File: src/inc/mad_map.vh
// constants of the memory attribute decoder: register offsets, fields, resets, counts
`ifndef MAD_MAP_VH
`define MAD_MAP_VH
// =====================================
// register offsets
`define MAD_OFF_CTRL 8'h00
`define MAD_OFF_AUX 8'h04
`define MAD_OFF_STATUS 8'h08
`define MAD_OFF_MASK 8'h0c
`define MAD_OFF_FENCE_CNT 8'h10
// =====================================
// control register fields
`define MAD_CTRL_XLAT_BIT 0
`define MAD_CTRL_ALIGN_BIT 1
// auxiliary control: small store policy field
`define MAD_AUX_POL_LSB 4
`define MAD_AUX_POL_MSB 5
// small store policy encodings
`define MAD_POL_WB_RA 2'h0
`define MAD_POL_RSVD 2'h1
`define MAD_POL_WT_RA 2'h2
`define MAD_POL_WB_RWA 2'h3
// =====================================
// status bits
`define MAD_ST_ALIGN 0
`define MAD_ST_DABORT 1
`define MAD_ST_PABORT 2
`define MAD_ST_IMPRECISE 3
`define MAD_ST_BADENC 4
`define MAD_ST_W 5
// =====================================
// reset values
`define MAD_CTRL_RST 32'h0000_0000
`define MAD_AUX_RST 32'h0000_0000
`define MAD_MASK_RST 5'h00
// =====================================
// line size in bytes
`define MAD_LINE_BYTES 6'h20
`endif
File: src/hdl/mad_attr_dec.v
// combinational decode of the three attribute flags into cache and buffer behaviour
`timescale 1ns/100ps
`include "mad_map.vh"
module mad_attr_dec (
  // descriptor flags
  input wire xflag,
  input wire cflag,
  input wire bflag,
  // translation state and mini cache policy
  input wire xlat_on,
  input wire [1:0] small_store_policy_field,
  // decoded behaviour
  output reg cacheable,
  output reg bufferable,
  output reg write_back,
  output reg alloc_on_write,
  output reg use_mini,
  output reg no_coalesce,
  output reg stall_complete,
  output reg bad_encoding
);
  // purely combinational decode, valid with the translation result
  always @* begin
    cacheable = 1'b0;
    bufferable = 1'b0;
    write_back = 1'b0;
    alloc_on_write = 1'b0;
    use_mini = 1'b0;
    no_coalesce = 1'b0;
    stall_complete = 1'b0;
    bad_encoding = 1'b0;
    if (!xlat_on) begin
      // translation off: same as the all zero encoding
      stall_complete = 1'b1;
    end else begin
      case ({xflag, cflag, bflag})
        // uncached, unbuffered, stall until complete
        3'h0: stall_complete = 1'b1;
        // bufferable only
        3'h1: bufferable = 1'b1;
        // write-through, read allocate
        3'h2: begin
          cacheable = 1'b1;
          bufferable = 1'b1;
        end
        // write-back, read allocate
        3'h3: begin
          cacheable = 1'b1;
          bufferable = 1'b1;
          write_back = 1'b1;
        end
        // forbidden encoding, flagged and treated as uncached
        3'h4: begin
          bad_encoding = 1'b1;
          stall_complete = 1'b1;
        end
        // bufferable, never merge in the write buffer
        3'h5: begin
          bufferable = 1'b1;
          no_coalesce = 1'b1;
        end
        // mini data cache, policy from auxiliary field
        3'h6: begin
          use_mini = 1'b1;
          cacheable = 1'b1;
          bufferable = 1'b1;
          write_back = (small_store_policy_field != `MAD_POL_WT_RA);
          alloc_on_write = (small_store_policy_field == `MAD_POL_WB_RWA);
        end
        // write-back, read/write allocate
        default: begin
          cacheable = 1'b1;
          bufferable = 1'b1;
          write_back = 1'b1;
          alloc_on_write = 1'b1;
        end
      endcase
    end
  end
endmodule

File: src/hdl/mad_fence_chk.v
// fence and fault classification of one data access
`timescale 1ns/100ps
module mad_fence_chk (
  // access
  input wire is_load,
  input wire is_store,
  input wire is_swap,
  input wire [1:0] size_log2,
  input wire [1:0] addr_low,
  // attributes and control
  input wire xflag,
  input wire cflag,
  input wire bflag,
  input wire xlat_on,
  input wire align_on,
  // classification
  output wire fence,
  output wire misaligned
);
  // fence when a load or store under these flags would be one
  function fence_of;
    input ld;
    input st;
    input [2:0] f;
    begin
      fence_of = (ld && !f[1]) || (st && f == 3'h5) || ((ld || st) && f == 3'h0);
    end
  endfunction
  wire [2:0] flags;
  // disabled translation acts as the all zero encoding
  assign flags = xlat_on ? {xflag, cflag, bflag} : 3'h0;
  // loads, stores and swaps
  assign fence = fence_of(is_load, is_store, flags) || (is_swap && fence_of(1'b1, 1'b1, flags));
  // alignment only while enabled, regardless of translation
  assign misaligned = align_on && (is_load || is_store || is_swap) &&
    (((size_log2 == 2'h1) && addr_low[0]) || ((size_log2 == 2'h2) && (addr_low != 2'h0)));
endmodule

File: src/hdl/mad_top.v
// memory attribute decoder: attribute decode, fences, aborts and registers
//
// Behaviour
// all flags zero: uncached, unbuffered, stall until done
// x clear: 01 buffered, 10 WT, 11 WB
// stall-until-complete external aborts are reported imprecise
// producers never program x set with c,b clear
// x,0,1: buffered, writes never merge
// ordinary bufferable writes merge in write buffer
// x,1,0: mini cache, policy from auxiliary field
// all flags set: WB, read/write allocate
// fence orders earlier memops before later ones
// fences: load c clear, store 101, 000
// swap is fence where load/store would be
// alignment check only while control bit 1 set
// alignment faults reported even with translation off
// translation off suppresses all other translation faults
// prefetch aborts for fetches, data aborts for data
// translation off: data uncached and unbuffered
// allocating miss fetches a 32 byte line
// attribute decode is combinational, same cycle
//
// Our own choices: the plain strobed port and the placing of the registers.
`timescale 1ns/100ps
`include "mad_map.vh"
module mad_top (
  // clock and reset
  input wire mclk,
  input wire sys_rst,
  // register port
  input wire [7:0] reg_addr,
  input wire [31:0] reg_wdata,
  input wire reg_wr,
  input wire reg_rd,
  output reg [31:0] reg_rdata,
  // data access from the load/store pipeline
  input wire acc_valid,
  input wire acc_load,
  input wire acc_store,
  input wire acc_swap,
  input wire [1:0] acc_size,
  input wire [1:0] acc_addr_low,
  input wire acc_hit,
  input wire [2:0] acc_flags,
  // translation result faults
  input wire xlat_data_fault,
  input wire fetch_valid,
  input wire xlat_fetch_fault,
  // external data abort and completion of outstanding memops
  input wire ext_abort,
  input wire mem_idle,
  // decoded attributes to caches and write buffer
  output wire attr_cacheable,
  output wire attr_bufferable,
  output wire attr_write_back,
  output wire attr_use_mini,
  output wire wb_merge_ok,
  output wire line_fill_req,
  output wire [5:0] line_fill_bytes,
  // pipeline control and aborts
  output wire pipe_stall,
  output wire acc_accept,
  output wire data_abort,
  output wire prefetch_abort,
  output reg imprecise_abort,
  output wire irq
);
  // =====================================
  // registers
  reg [31:0] ctrl_reg; // control register
  reg [31:0] aux_reg; // auxiliary control
  reg [4:0] status_reg; // sticky event bits
  reg [4:0] mask_reg; // interrupt enables
  reg [15:0] fence_cnt_reg; // number of fences taken
  reg stall_pend_reg; // a stall-until-complete access is outstanding
  reg fence_pend_reg; // a fence waits for earlier memops
  reg [4:0] status_next;
  wire xlat_on;
  wire align_on;
  wire [1:0] pol;
  wire dec_write_back;
  wire dec_alloc_wr;
  wire dec_no_coal;
  wire dec_stall;
  wire dec_bad;
  wire dec_cache;
  wire dec_buf;
  wire is_fence;
  wire misaligned;
  wire hold;
  wire take;
  wire [4:0] ev;
  wire [4:0] clr;
  assign xlat_on = ctrl_reg[`MAD_CTRL_XLAT_BIT];
  assign align_on = ctrl_reg[`MAD_CTRL_ALIGN_BIT];
  assign pol = aux_reg[`MAD_AUX_POL_MSB:`MAD_AUX_POL_LSB];
  // =====================================
  // attribute decode
  mad_attr_dec u_dec (
    .xflag(acc_flags[2]),
    .cflag(acc_flags[1]),
    .bflag(acc_flags[0]),
    .xlat_on(xlat_on),
    .small_store_policy_field(pol),
    .cacheable(dec_cache),
    .bufferable(dec_buf),
    .write_back(dec_write_back),
    .alloc_on_write(dec_alloc_wr),
    .use_mini(attr_use_mini),
    .no_coalesce(dec_no_coal),
    .stall_complete(dec_stall),
    .bad_encoding(dec_bad)
  );
  // =====================================
  // fence and alignment check
  mad_fence_chk u_fence (
    .is_load(acc_load),
    .is_store(acc_store),
    .is_swap(acc_swap),
    .size_log2(acc_size),
    .addr_low(acc_addr_low),
    .xflag(acc_flags[2]),
    .cflag(acc_flags[1]),
    .bflag(acc_flags[0]),
    .xlat_on(xlat_on),
    .align_on(align_on),
    .fence(is_fence),
    .misaligned(misaligned)
  );
  assign attr_cacheable = dec_cache;
  assign attr_bufferable = dec_buf;
  assign attr_write_back = dec_write_back;
  // merge only for ordinary bufferable stores
  assign wb_merge_ok = acc_valid && acc_store && dec_buf && !dec_no_coal && !dec_write_back;
  // =====================================
  // access flow: fences and stall-until-complete hold the pipe until memory is idle
  // a fence waits for all earlier memops; later ones are held
  assign hold = stall_pend_reg || (acc_valid && is_fence && !mem_idle);
  assign pipe_stall = hold;
  assign take = acc_valid && !hold;
  assign acc_accept = take;
  // line fill on allocating miss, load always, store under read/write allocate
  assign line_fill_req = take && dec_cache && !acc_hit && (acc_load || acc_swap || (acc_store && dec_alloc_wr));
  assign line_fill_bytes = `MAD_LINE_BYTES;
  // data abort: alignment while enabled, translation faults only while on
  assign data_abort = acc_valid && (misaligned || (xlat_on && xlat_data_fault));
  // prefetch abort on faulting fetch while translation is on
  assign prefetch_abort = fetch_valid && xlat_on && xlat_fetch_fault;
  // stall-until-complete tracking
  always @(posedge mclk) begin
    if (sys_rst) begin
      stall_pend_reg <= 1'b0;
      fence_pend_reg <= 1'b0;
      fence_cnt_reg <= 16'h0000;
    end else begin
      if (take && dec_stall && !data_abort) begin
        stall_pend_reg <= 1'b1;
      end else if (mem_idle) begin
        stall_pend_reg <= 1'b0;
      end
      fence_pend_reg <= acc_valid && is_fence && !mem_idle;
      if (take && is_fence) begin
        fence_cnt_reg <= fence_cnt_reg + 16'h0001;
      end
    end
  end
  // external abort during stall-until-complete access is imprecise
  always @(posedge mclk) begin
    if (sys_rst) begin
      imprecise_abort <= 1'b0;
    end else begin
      imprecise_abort <= ext_abort && stall_pend_reg;
    end
  end
  // =====================================
  // interrupt status: set wins over write-one clear
  assign ev[`MAD_ST_ALIGN] = acc_valid && misaligned;
  assign ev[`MAD_ST_DABORT] = acc_valid && xlat_on && xlat_data_fault;
  assign ev[`MAD_ST_PABORT] = prefetch_abort;
  assign ev[`MAD_ST_IMPRECISE] = ext_abort && stall_pend_reg;
  // report forbidden encodings seen
  assign ev[`MAD_ST_BADENC] = acc_valid && dec_bad;
  assign clr = (reg_wr && reg_addr == `MAD_OFF_STATUS) ? reg_wdata[4:0] : 5'h00;
  always @* begin
    status_next = (status_reg & ~clr) | ev;
  end
  assign irq = |(status_reg & mask_reg);
  // =====================================
  // register writes
  always @(posedge mclk) begin
    if (sys_rst) begin
      ctrl_reg <= `MAD_CTRL_RST;
      aux_reg <= `MAD_AUX_RST;
      mask_reg <= `MAD_MASK_RST;
      status_reg <= 5'h00;
    end else begin
      status_reg <= status_next;
      if (reg_wr) begin
        case (reg_addr)
          `MAD_OFF_CTRL: ctrl_reg <= {30'h0, reg_wdata[1:0]};
          `MAD_OFF_AUX: aux_reg <= {26'h0, reg_wdata[5:4], 4'h0};
          `MAD_OFF_MASK: mask_reg <= reg_wdata[4:0];
          default: ctrl_reg <= ctrl_reg;
        endcase
      end
    end
  end
  // =====================================
  // register reads, data one cycle later, unmapped reads zero
  always @(posedge mclk) begin
    if (sys_rst) begin
      reg_rdata <= 32'h0000_0000;
    end else if (reg_rd) begin
      case (reg_addr)
        `MAD_OFF_CTRL: reg_rdata <= ctrl_reg;
        `MAD_OFF_AUX: reg_rdata <= aux_reg;
        `MAD_OFF_STATUS: reg_rdata <= {27'h0, status_reg};
        `MAD_OFF_MASK: reg_rdata <= {27'h0, mask_reg};
        `MAD_OFF_FENCE_CNT: reg_rdata <= {14'h0, fence_pend_reg, stall_pend_reg, fence_cnt_reg};
        default: reg_rdata <= 32'h0000_0000;
      endcase
    end else begin
      reg_rdata <= 32'h0000_0000;
    end
  end
endmodule

File: config.mk
export PLATFORM = sky130hd
export DESIGN_NAME = mad_top
export DESIGN_NICKNAME = d
export VERILOG_FILES = /design/src/hdl/mad_attr_dec.v /design/src/hdl/mad_fence_chk.v /design/src/hdl/mad_top.v
export VERILOG_INCLUDE_DIRS = /design/src /design/src/inc
export SDC_FILE = /design/constraint.sdc
export NUM_CORES = 1
export LEC_CHECK = 0
export BUFFER_PORTS_ARGS = -buffer_cell sky130_fd_sc_hd__buf_2
export CORE_ASPECT_RATIO = 0.7
export CORE_UTILIZATION = 51
export CTS_CLUSTER_DIAMETER = 50
export CTS_CLUSTER_SIZE = 40
export DETAILED_ROUTE_END_ITERATION = 16
export GPL_TIMING_DRIVEN = 0
export PLACE_DENSITY = 0.95
export SYNTH_ARGS = -nofsm -noshare
export SYNTH_HDL_FRONTEND = slang
export SYNTH_SLANG_ARGS = --single-unit
export TNS_END_PERCENT = 100
File: constraint.sdc
create_clock -name mclk -period 4.7 [get_ports mclk]
set_input_delay 0.235 -clock mclk [delete_from_list [all_inputs] [get_ports mclk]]
set_output_delay 0.235 -clock mclk [all_outputs]
set_load 0.005 [all_outputs]
# --- Word level (Yosys, flattened, before mapping) ---
# Cells that the tools add are included.
word_totals:
  reg_bits: 65
  input_bits: 61
  output_inout_bits: 50
  wordCells: 116
op_classes:
  addsub: 1
  eq_ne: 15
  muxes: 21
  bitwise_logic: 5
  reduce_logical: 65
ops:
  columns: ["op", "count"]
  rows:
  - ["18-bit case mux with 5 select lines", 1]
  - ["1-bit logical AND", 32]
  - ["16-bit by 1-bit adder with 16-bit output (second input constant)", 1]
  - ["8-bit by 4-bit equality test with 1-bit output (second input constant)", 2]
  - ["1-bit 2-to-1 mux", 16]
  - ["3-bit equality test (second input constant)", 4]
  - ["1-bit logical OR", 12]
  - ["5-bit AND", 2]
  - ["5-bit OR reduction", 2]
  - ["8-bit by 3-bit equality test with 1-bit output (second input constant)", 1]
  - ["8-bit by 5-bit equality test with 1-bit output (second input constant)", 1]
  - ["8-bit logical NOT", 1]
  - ["1-bit logical NOT", 7]
  - ["3-bit by 2-bit equality test with 1-bit output (second input constant)", 2]
  - ["3-bit logical NOT", 2]
  - ["2-bit AND reduction", 3]
  - ["6-bit OR reduction", 1]
  - ["5-bit 2-to-1 mux", 1]
  - ["5-bit NOT", 1]
  - ["5-bit OR", 1]
  - ["2-bit equality test (second input constant)", 2]
  - ["1-bit case mux with 2 select lines", 2]
  - ["2-bit nonzero test", 2]
  - ["2-bit OR reduction", 2]
  - ["other kinds (6)", 6]

# --- Logic depth before layout (Yosys ltp) ---
# Gate-level depths: netlist (run 1).
logic_depth:
  depth_word: 14
  ltp_mapped: 7
  depth_no_buf: 5

# --- Modules after synthesis ---
# From an unflattened synthesis (run 1), not the netlist that was laid out.
unflattened:
  hier_cells: 282
  area_unflattened_um2: 2464.9
modules_own_cells:
  columns: ["module", "n_inst", "cells_per_inst", "area_each_um2", "seq_area_each_um2"]
  rows:
  - ["mad_top", 1, 261, 2327.2, 1021.0]
  - ["mad_attr_dec", 1, 12, 72.6, 0.0]
  - ["mad_fence_chk", 1, 9, 65.1, 0.0]

# --- Worst setup path before layout (run 1) ---
# Ideal clock, no wire load.
synth_timing:
  path_type: "input-to-reg"
  from: "input port acc_flags[1]"
  to: "register fence_cnt_reg[14]"
  setup_ns: 0.071
  t_arrival_ns: 1.517
  required_ns: 4.629
  setup_slack_ns: 3.112
  stages: 5
  n_path_buf: 1
  path_cell_list: "o31a_1 o221a_4 buf_6 or4_1 a21oi_1"
synth_via:
  elab_chain_len: 12
  word_cells_on_any_way: 19
  cone_classes: "eq/ne: 1; mux: 1; reduce/logical: 17"
synth_lines:
  columns: ["element", "line", "rtl"]
  rows:
  - ["start: declaration", "mad_top.v:44", "input wire [2:0] acc_flags,"]
  - ["3-bit 2-to-1 mux (*)", "mad_fence_chk.v:31", "assign flags = xlat_on ? {xflag, cflag, bflag} : 3'h0;"]
  - ["3-bit equality test or 1-bit logical NOT (tied branches)", "mad_fence_chk.v:26", "fence_of = (ld && !f[1]) || (st && f == 3'h5) || ((ld || st) && f == 3'h0);"]
  - ["1-bit logical AND or 1-bit logical OR (tied branches)", "mad_fence_chk.v:26", null]
  - ["1-bit logical OR", "mad_fence_chk.v:26", null]
  - ["1-bit logical OR or 1-bit logical AND (tied branches)", "mad_fence_chk.v:26, mad_fence_chk.v:33", null]
  - ["1-bit logical OR (*)", "mad_fence_chk.v:33", "assign fence = fence_of(is_load, is_store, flags) || (is_swap && fence_of(1'b1, 1'b1, flags));"]
  - ["1-bit logical AND (2 in series)", "mad_top.v:138", "assign hold = stall_pend_reg || (acc_valid && is_fence && !mem_idle);"]
  - ["1-bit logical OR", "mad_top.v:138", null]
  - ["1-bit logical NOT", "mad_top.v:140", "assign take = acc_valid && !hold;"]
  - ["1-bit logical AND", "mad_top.v:140", null]
  - ["1-bit logical AND (*)", "mad_top.v:162", "if (take && is_fence) begin"]
  - ["end signal: assignment", "mad_top.v:163", "fence_cnt_reg <= fence_cnt_reg + 16'h0001;"]
  - ["end: declaration", "mad_top.v:74", "reg [15:0] fence_cnt_reg;"]
# Mark *: on every way between the ends. The rest lies on a longest branch, timed or not.
# A chain may end at the register's enable or synchronous reset.

# --- Worst setup path in the final report (run 1) ---
layout_timing:
  from: "register ctrl_reg[0]"
  to: "output port pipe_stall"
layout_via:
  elab_chain_len: 9
  word_cells_on_any_way: 16
  cone_classes: "eq/ne: 1; mux: 1; reduce/logical: 14"
layout_lines:
  columns: ["element", "line", "rtl"]
  rows:
  - ["start: declaration", "mad_top.v:70", "reg [31:0] ctrl_reg;"]
  - ["start signal: assignment", "mad_top.v:192", "ctrl_reg <= `MAD_CTRL_RST;"]
  - ["start signal: assignment", "mad_top.v:200", "`MAD_OFF_CTRL: ctrl_reg <= {30'h0, reg_wdata[1:0]};"]
  - ["start signal: assignment", "mad_top.v:203", "default: ctrl_reg <= ctrl_reg;"]
  - ["3-bit 2-to-1 mux (*)", "mad_fence_chk.v:31", null]
  - ["3-bit equality test or 1-bit logical NOT (tied branches)", "mad_fence_chk.v:26", null]
  - ["1-bit logical AND or 1-bit logical OR (tied branches)", "mad_fence_chk.v:26", null]
  - ["1-bit logical OR", "mad_fence_chk.v:26", null]
  - ["1-bit logical OR or 1-bit logical AND (tied branches)", "mad_fence_chk.v:26, mad_fence_chk.v:33", null]
  - ["1-bit logical OR (*)", "mad_fence_chk.v:33", null]
  - ["1-bit logical AND (*) (2 in series)", "mad_top.v:138", null]
  - ["1-bit logical OR (*)", "mad_top.v:138", null]
  - ["end: declaration", "mad_top.v:61", "output wire pipe_stall,"]
# Marked as above.

==> results.toml, run 1 <==
[layout]
final_design_area_no_fill_um2 = 3120
share_of_layout_cells_above_drive_strength_1_pct = 24.6
fillers = 412
largest_register_ff_count = 18
flow.area_growth_from_synthesis_pct = 21.2
multi_input_comb_area_um2 = 1360
layout.cells.most_common_list = "buf_2, dfxtp_1, a21oi_1"
insertedDiodeCount = 0
mostFrequentLayoutCell = "buf_2"
layout.area.seq_um2 = 1020
final_nets = 447

[synth]
postSynth.asyncResetShare_pct = 0
synth-edff-count = 0
synth.ff_latch_count = 51
ys_types = 48
postSynthAreaPerCell_um2 = 8.54
synth_cells = 301
synth_top_cell_by_area = "dfxtp_1"
top_post_synthesis_cells_by_area = "dfxtp_1, buf_4, a21oi_1"
post-synth-top-area-fraction_pct = 39.7
synth.yosys.seq_area_share_pct = 39.7
netlist_area_before_placement_um2 = 2570
most_instantiated_flip_flop_cell_in_the_synthesis_netlist = "dfxtp_1"
synth-warning-count = 0

[place]
buffer_ports.inserted = 59
placed_cell_area_um2 = 3020
routabilityCongestion = 0.889
dpl.hpwl_um = 4920

[sta]
timing_hold_violations_final = 0
tightest_slew_ns = 0.759
report.final.slew_viol_count = 0
period_needed_ns = 2.33
clock-skew-final_ns = 0.00863
grt_setup_unrepaired = "no"
timing.final.crit_share_pct = 49.6
final.hold.worst_slack_ns = 0.169
fmax_ghz = 0.429
slew_headroom_pct = 48.9
tns_ns = 0
finalSetupViolCount = 0

[clocking]
cts_htree_levels = 2
root_buffer = "clkbuf_8"
cts-resized-gates = 0
worst_setup_hold_path_clk_slew_ns = 0.10
cts_sinks = 51
cts_tree = "done"
cts_hold_buffers = 0
cts_inserted_buffers = 5
post_cts.repair.setup_buffers = 0
clkLatencyLatePin_ns = 0.31
clock_tree.buffer_depth = 2

[floorplanning]
design.die.area_um2 = 5330
core.rowCount = 21
num_io_pins = 111
die_height_um = 61.4
coreArea_um2 = 4810
initial_utilization_pct = 53.5
dieWidth_um = 86.9

[pwr]
power.leakage_nw = 1.32
worst_ir_drop_on_vdd_mv = 0.135
power_density_nw_per_um2 = 250
design_power_total_uw = 778

[setup_path]
crit_fanout = 10
required_time_of_the_worst_setup_path_ns = 4.47
crit_path_start_kind = "flop"
critical_path_start_end_classification = "flop to output port"
critPathArrivalTime_ns = 2.10
worst_setup_path_end_kind = "output port"

[grt]
grt_pass1_vias = 2057
global_route_wire_length_before_repair_um = 9870
grt-ovfl-total = 0
grt_start_max_net_pins = 19
gr-usage-all-layers_pct = 24.7
antenna_violations_before_repair = 0

[flow_run]
cap_viol_max_count = 0

[drt]
wl_per_cell_um = 14.5
drt_pre_antenna_iters = 6
postRouteAntennaNets = 0
routed_wirelength_um = 6600
post_drt_via_cell_ratio = 5.81
iteration_0_drc_count_of_the_detailed_router = 354
vias = 2645
drc_errors = 0

[hold_path]
min_path_type = "primary input to flop"

[run_status]
status = "finished clean"
per-stage QoR:
step	util (%)	std cells	setup WS [ns]
4_1_cts	64.8	455	2.39
6_report	64.8	455	2.37
3_5_place_dp	62.8	447	2.65
3_3_place_gp	62.8	447	2.70
5_1_grt	64.8	455	2.24
2_1_floorplan	-	319	3.11
layer usage:
layer / global-route usage [%] / vias up / routed length, um
li1: - / 1248 / -
met1: 36.6 / 1209 / 3030
met2: 35.4 / 176 / 2780
met3: 5.23 / 12 / 719
met4: 9.05 / 0 / 80
met5: 0 / - / 0
synth_stat cells, drive strengths merged (3+ instances only):
cell / number
and4: 6
nand2: 9
nor2: 20
a21oi: 27
mux2: 3
or4: 12
buf: 24
nand4: 10
and2: 14
nand3: 13
nor2b: 6
nor4: 3
o21ai: 14
dfxtp: 51
nor3: 4
clkbuf: 15
inv: 7
or3: 5
o31ai: 12
nand3b: 3
a22oi: 5
mux2i: 7
and3: 5
layout make-up:
class                   instances  area share, %
repair buffers                 59           9.48
inverters                       7          0.843
multi-input cells             222           43.7
clock buffers                   5           2.21
well taps                      69           2.77
plain buffers                  39           7.39
clock inverters                 3          0.843
flip-flops and latches         51           32.8
worst paths after layout:
path                                     start               end  slack [ns]  cells past startpoint
worst max register to register     ctrl_reg[0]  fence_cnt_reg[7]        2.78                      7
worst max-delay path               ctrl_reg[0]        pipe_stall        2.37                      7
worst min-delay path              reg_wdata[1]     status_reg[1]        0.17                      2
worst min register to register  fence_pend_reg     reg_rdata[17]        0.43                      1
cell families (layout without fill, tap and decap cells):
logic type	count (synthesis)	in the layout	synth area share [%]
simple gates	116	116	26.4
compound gates	75	75	19.1
flops	51	51	39.7
buf+inv	46	113	9.98
mux	10	10	4.04
other cells	2	20	0.292
fa+ha+maj	1	1	0.487
worst max-delay path, stage by stage, from the launching register on:
cell and delay (ns):
dfxtp_1 0.38, buf_2 0.23, o2bb2ai_1 0.15, o221a_4 0.25
clkbuf_1 0.38, nor2_1 0.10, a21o_1 0.19, buf_2 0.12
where the power goes:
part | switching (mW) | total (mW) | internal [mW]
Clock | 0.154 | 0.264 | 0.110
Combinational | 0.0444 | 0.0774 | 0.0330
Sequential | 0.00296 | 0.437 | 0.434
(Power assumes the default switching activity.)
==> inputs of run 2 (changes only) <==
--- a/config.mk
+++ b/config.mk
@@ -8,12 +8,12 @@
 export LEC_CHECK = 0
 export BUFFER_PORTS_ARGS = -buffer_cell sky130_fd_sc_hd__buf_2
 export CORE_ASPECT_RATIO = 0.7
-export CORE_UTILIZATION = 51
+export CORE_UTILIZATION = 47
 export CTS_CLUSTER_DIAMETER = 50
 export CTS_CLUSTER_SIZE = 40
 export DETAILED_ROUTE_END_ITERATION = 16
 export GPL_TIMING_DRIVEN = 0
-export PLACE_DENSITY = 0.95
+export PLACE_DENSITY = 0.89
 export SYNTH_ARGS = -nofsm -noshare
 export SYNTH_HDL_FRONTEND = slang
 export SYNTH_SLANG_ARGS = --single-unit
==> constraint.sdc (replaced) <==
create_clock -name mclk -period 2.3 [get_ports mclk]
set_input_delay 0.115 -clock mclk [delete_from_list [all_inputs] [get_ports mclk]]
set_output_delay 0.115 -clock mclk [all_outputs]
set_load 0.005 [all_outputs]
==> results.toml, run 2 (synthesis gave the netlist of run 1 again) <==
[drt]
iteration_0_drc_count_of_the_detailed_router = 207
drc_errors = 0
postRouteAntennaNets = 0
vias = 2627
wl_per_cell_um = 14.4
routed_wirelength_um = 6610
drt_pre_antenna_iters = 5
post_drt_via_cell_ratio = 5.74

[pwr]
pwr-share-clk_pct = 37.7
power.share.switching_pct = 24.0
power_switching_uw = 404
power_frac_seq_pct = 52.9
combinationalPowerShare_pct = 9.4
internal_power_mw = 1.28
power.leakage_nw = 1.33
worst_ir_drop_on_vdd_mv = 0.232
power_density_nw_per_um2 = 537

[floorplanning]
die_height_um = 63.9
initial_utilization_pct = 48.9
num_io_pins = 111
coreArea_um2 = 5260
core.rowCount = 22
design.die.area_um2 = 5780
dieWidth_um = 90.4

[clocking]
post_cts.repair.setup_buffers = 0
cts_inserted_buffers = 5
cts_htree_levels = 2
cts_tree = "done"
clock_tree.buffer_depth = 2
worst_setup_hold_path_clk_slew_ns = 0.09
clkLatencyLatePin_ns = 0.31
root_buffer = "clkbuf_8"
cts_sinks = 51

[sta]
tns_ns = 0
final.hold.worst_slack_ns = 0.0405
grt_setup_unrepaired = "no"
fmax_ghz = 0.473
timing.final.crit_share_pct = 92.0
report.final.slew_viol_count = 0
slew_headroom_pct = 50.4
finalSetupViolCount = 0
timing_hold_violations_final = 0
clock-skew-final_ns = 0.00762
period_needed_ns = 2.11
tightest_slew_ns = 0.737

[layout]
mostFrequentLayoutCell = "buf_2"
largest_register_ff_count = 18
insertedDiodeCount = 0
share_of_layout_cells_above_drive_strength_1_pct = 24.9
finalNonFillerCells = 458
final_nets = 447
layout.cells.most_common_list = "buf_2, dfxtp_1, a21oi_1"
flow.area_growth_from_synthesis_pct = 22.2

[flow_run]
cap_viol_max_count = 0

[place]
routabilityCongestion = 0.864
buffer_ports.inserted = 59
numPlacedInstances = 450
dpl.hpwl_um = 5000

[grt]
global_route_wire_length_before_repair_um = 10600
grt-ovfl-total = 0
gr-usage-all-layers_pct = 23.1
antenna_violations_before_repair = 0
grt_start_max_net_pins = 18
grt_pass1_vias = 2190

[setup_path]
crit_path_start_kind = "flop"
crit_fanout = 10
worst_setup_path_end_kind = "output port"
required_time_of_the_worst_setup_path_ns = 2.18
critical_path_start_end_classification = "flop to output port"
setup.reg_to_reg.worst_slack_ns = 0.36
worstRegToRegCells = 7
critPathArrivalTime_ns = 2.00

[hold_path]
min_path_type = "primary input to flop"
hold-path-cell-count = 2

[run_status]
status = "finished clean"
-- run 2: cell type report --
class                           count  area [um2]
Fill cell                         486        2110
Multi-Input combinational cell    222        1360
Sequential cell                    51        1020
Timing Repair Buffer               59         295
Buffer                             39         234
Tap cell                           72        90.1
Clock buffer                        5        68.8
Clock inverter                      3        46.3
Inverter                            7        26.3
-- run 2: final timing paths --
check / startpoint / to
setup / recovery: ctrl_reg[0] / line_fill_req
hold / removal: reg_wdata[1] / status_reg[1]
setup reg to reg: ctrl_reg[0] / fence_cnt_reg[14]
hold reg to reg: fence_pend_reg / reg_rdata[17]
-- run 2: what timing repair did --
| item | in CTS | in global routing |
|---|---|---|
| hold endpoints to repair | 0 | 0 |
| hold buffers | 0 | 0 |
| resized for setup | 0 | 3 |
| endpoints found under the setup margin | 0 | 2 |
-- run 2: power groups by stage --
stage	clock network, mW	registers (mW)	logic [mW]
floorplan	0	0.912	0.0946
global placement	0	0.914	0.150
detailed placement	0	0.914	0.153
CTS	0.643	0.893	0.154
global route	0.694	0.895	0.174
finish	0.635	0.893	0.158
-- run 2: layer usage --
layer | share of wire, % | global-route usage (%)
met4 | 2.2 | 9.88
met1 | 46 | 33.7
met2 | 41 | 32.3
met3 | 11 | 5.48
met5 | 0 | 0
-- run 2: stage by stage --
step	power, mW	setup WS, ns	cell area, um2	util [%]
after floorplan	1.01	0.723	2640	-
after global placement	1.06	0.407	3020	57.5
after detailed placement	1.07	0.372	3020	57.5
after CTS	1.69	0.0806	3140	59.7
after global routing	1.76	0.0220	3140	59.8
final	1.69	0.185	3140	59.8
-- run 2: worst max-delay path, cell delays in order (launching register included) --
cell and delay [ns]:
dfxtp_1 0.37, clkbuf_4 0.21, o2bb2ai_1 0.15, o221a_4 0.26, buf_6 0.15, o21ai_0 0.15, nor4_1 0.25, buf_2 0.15
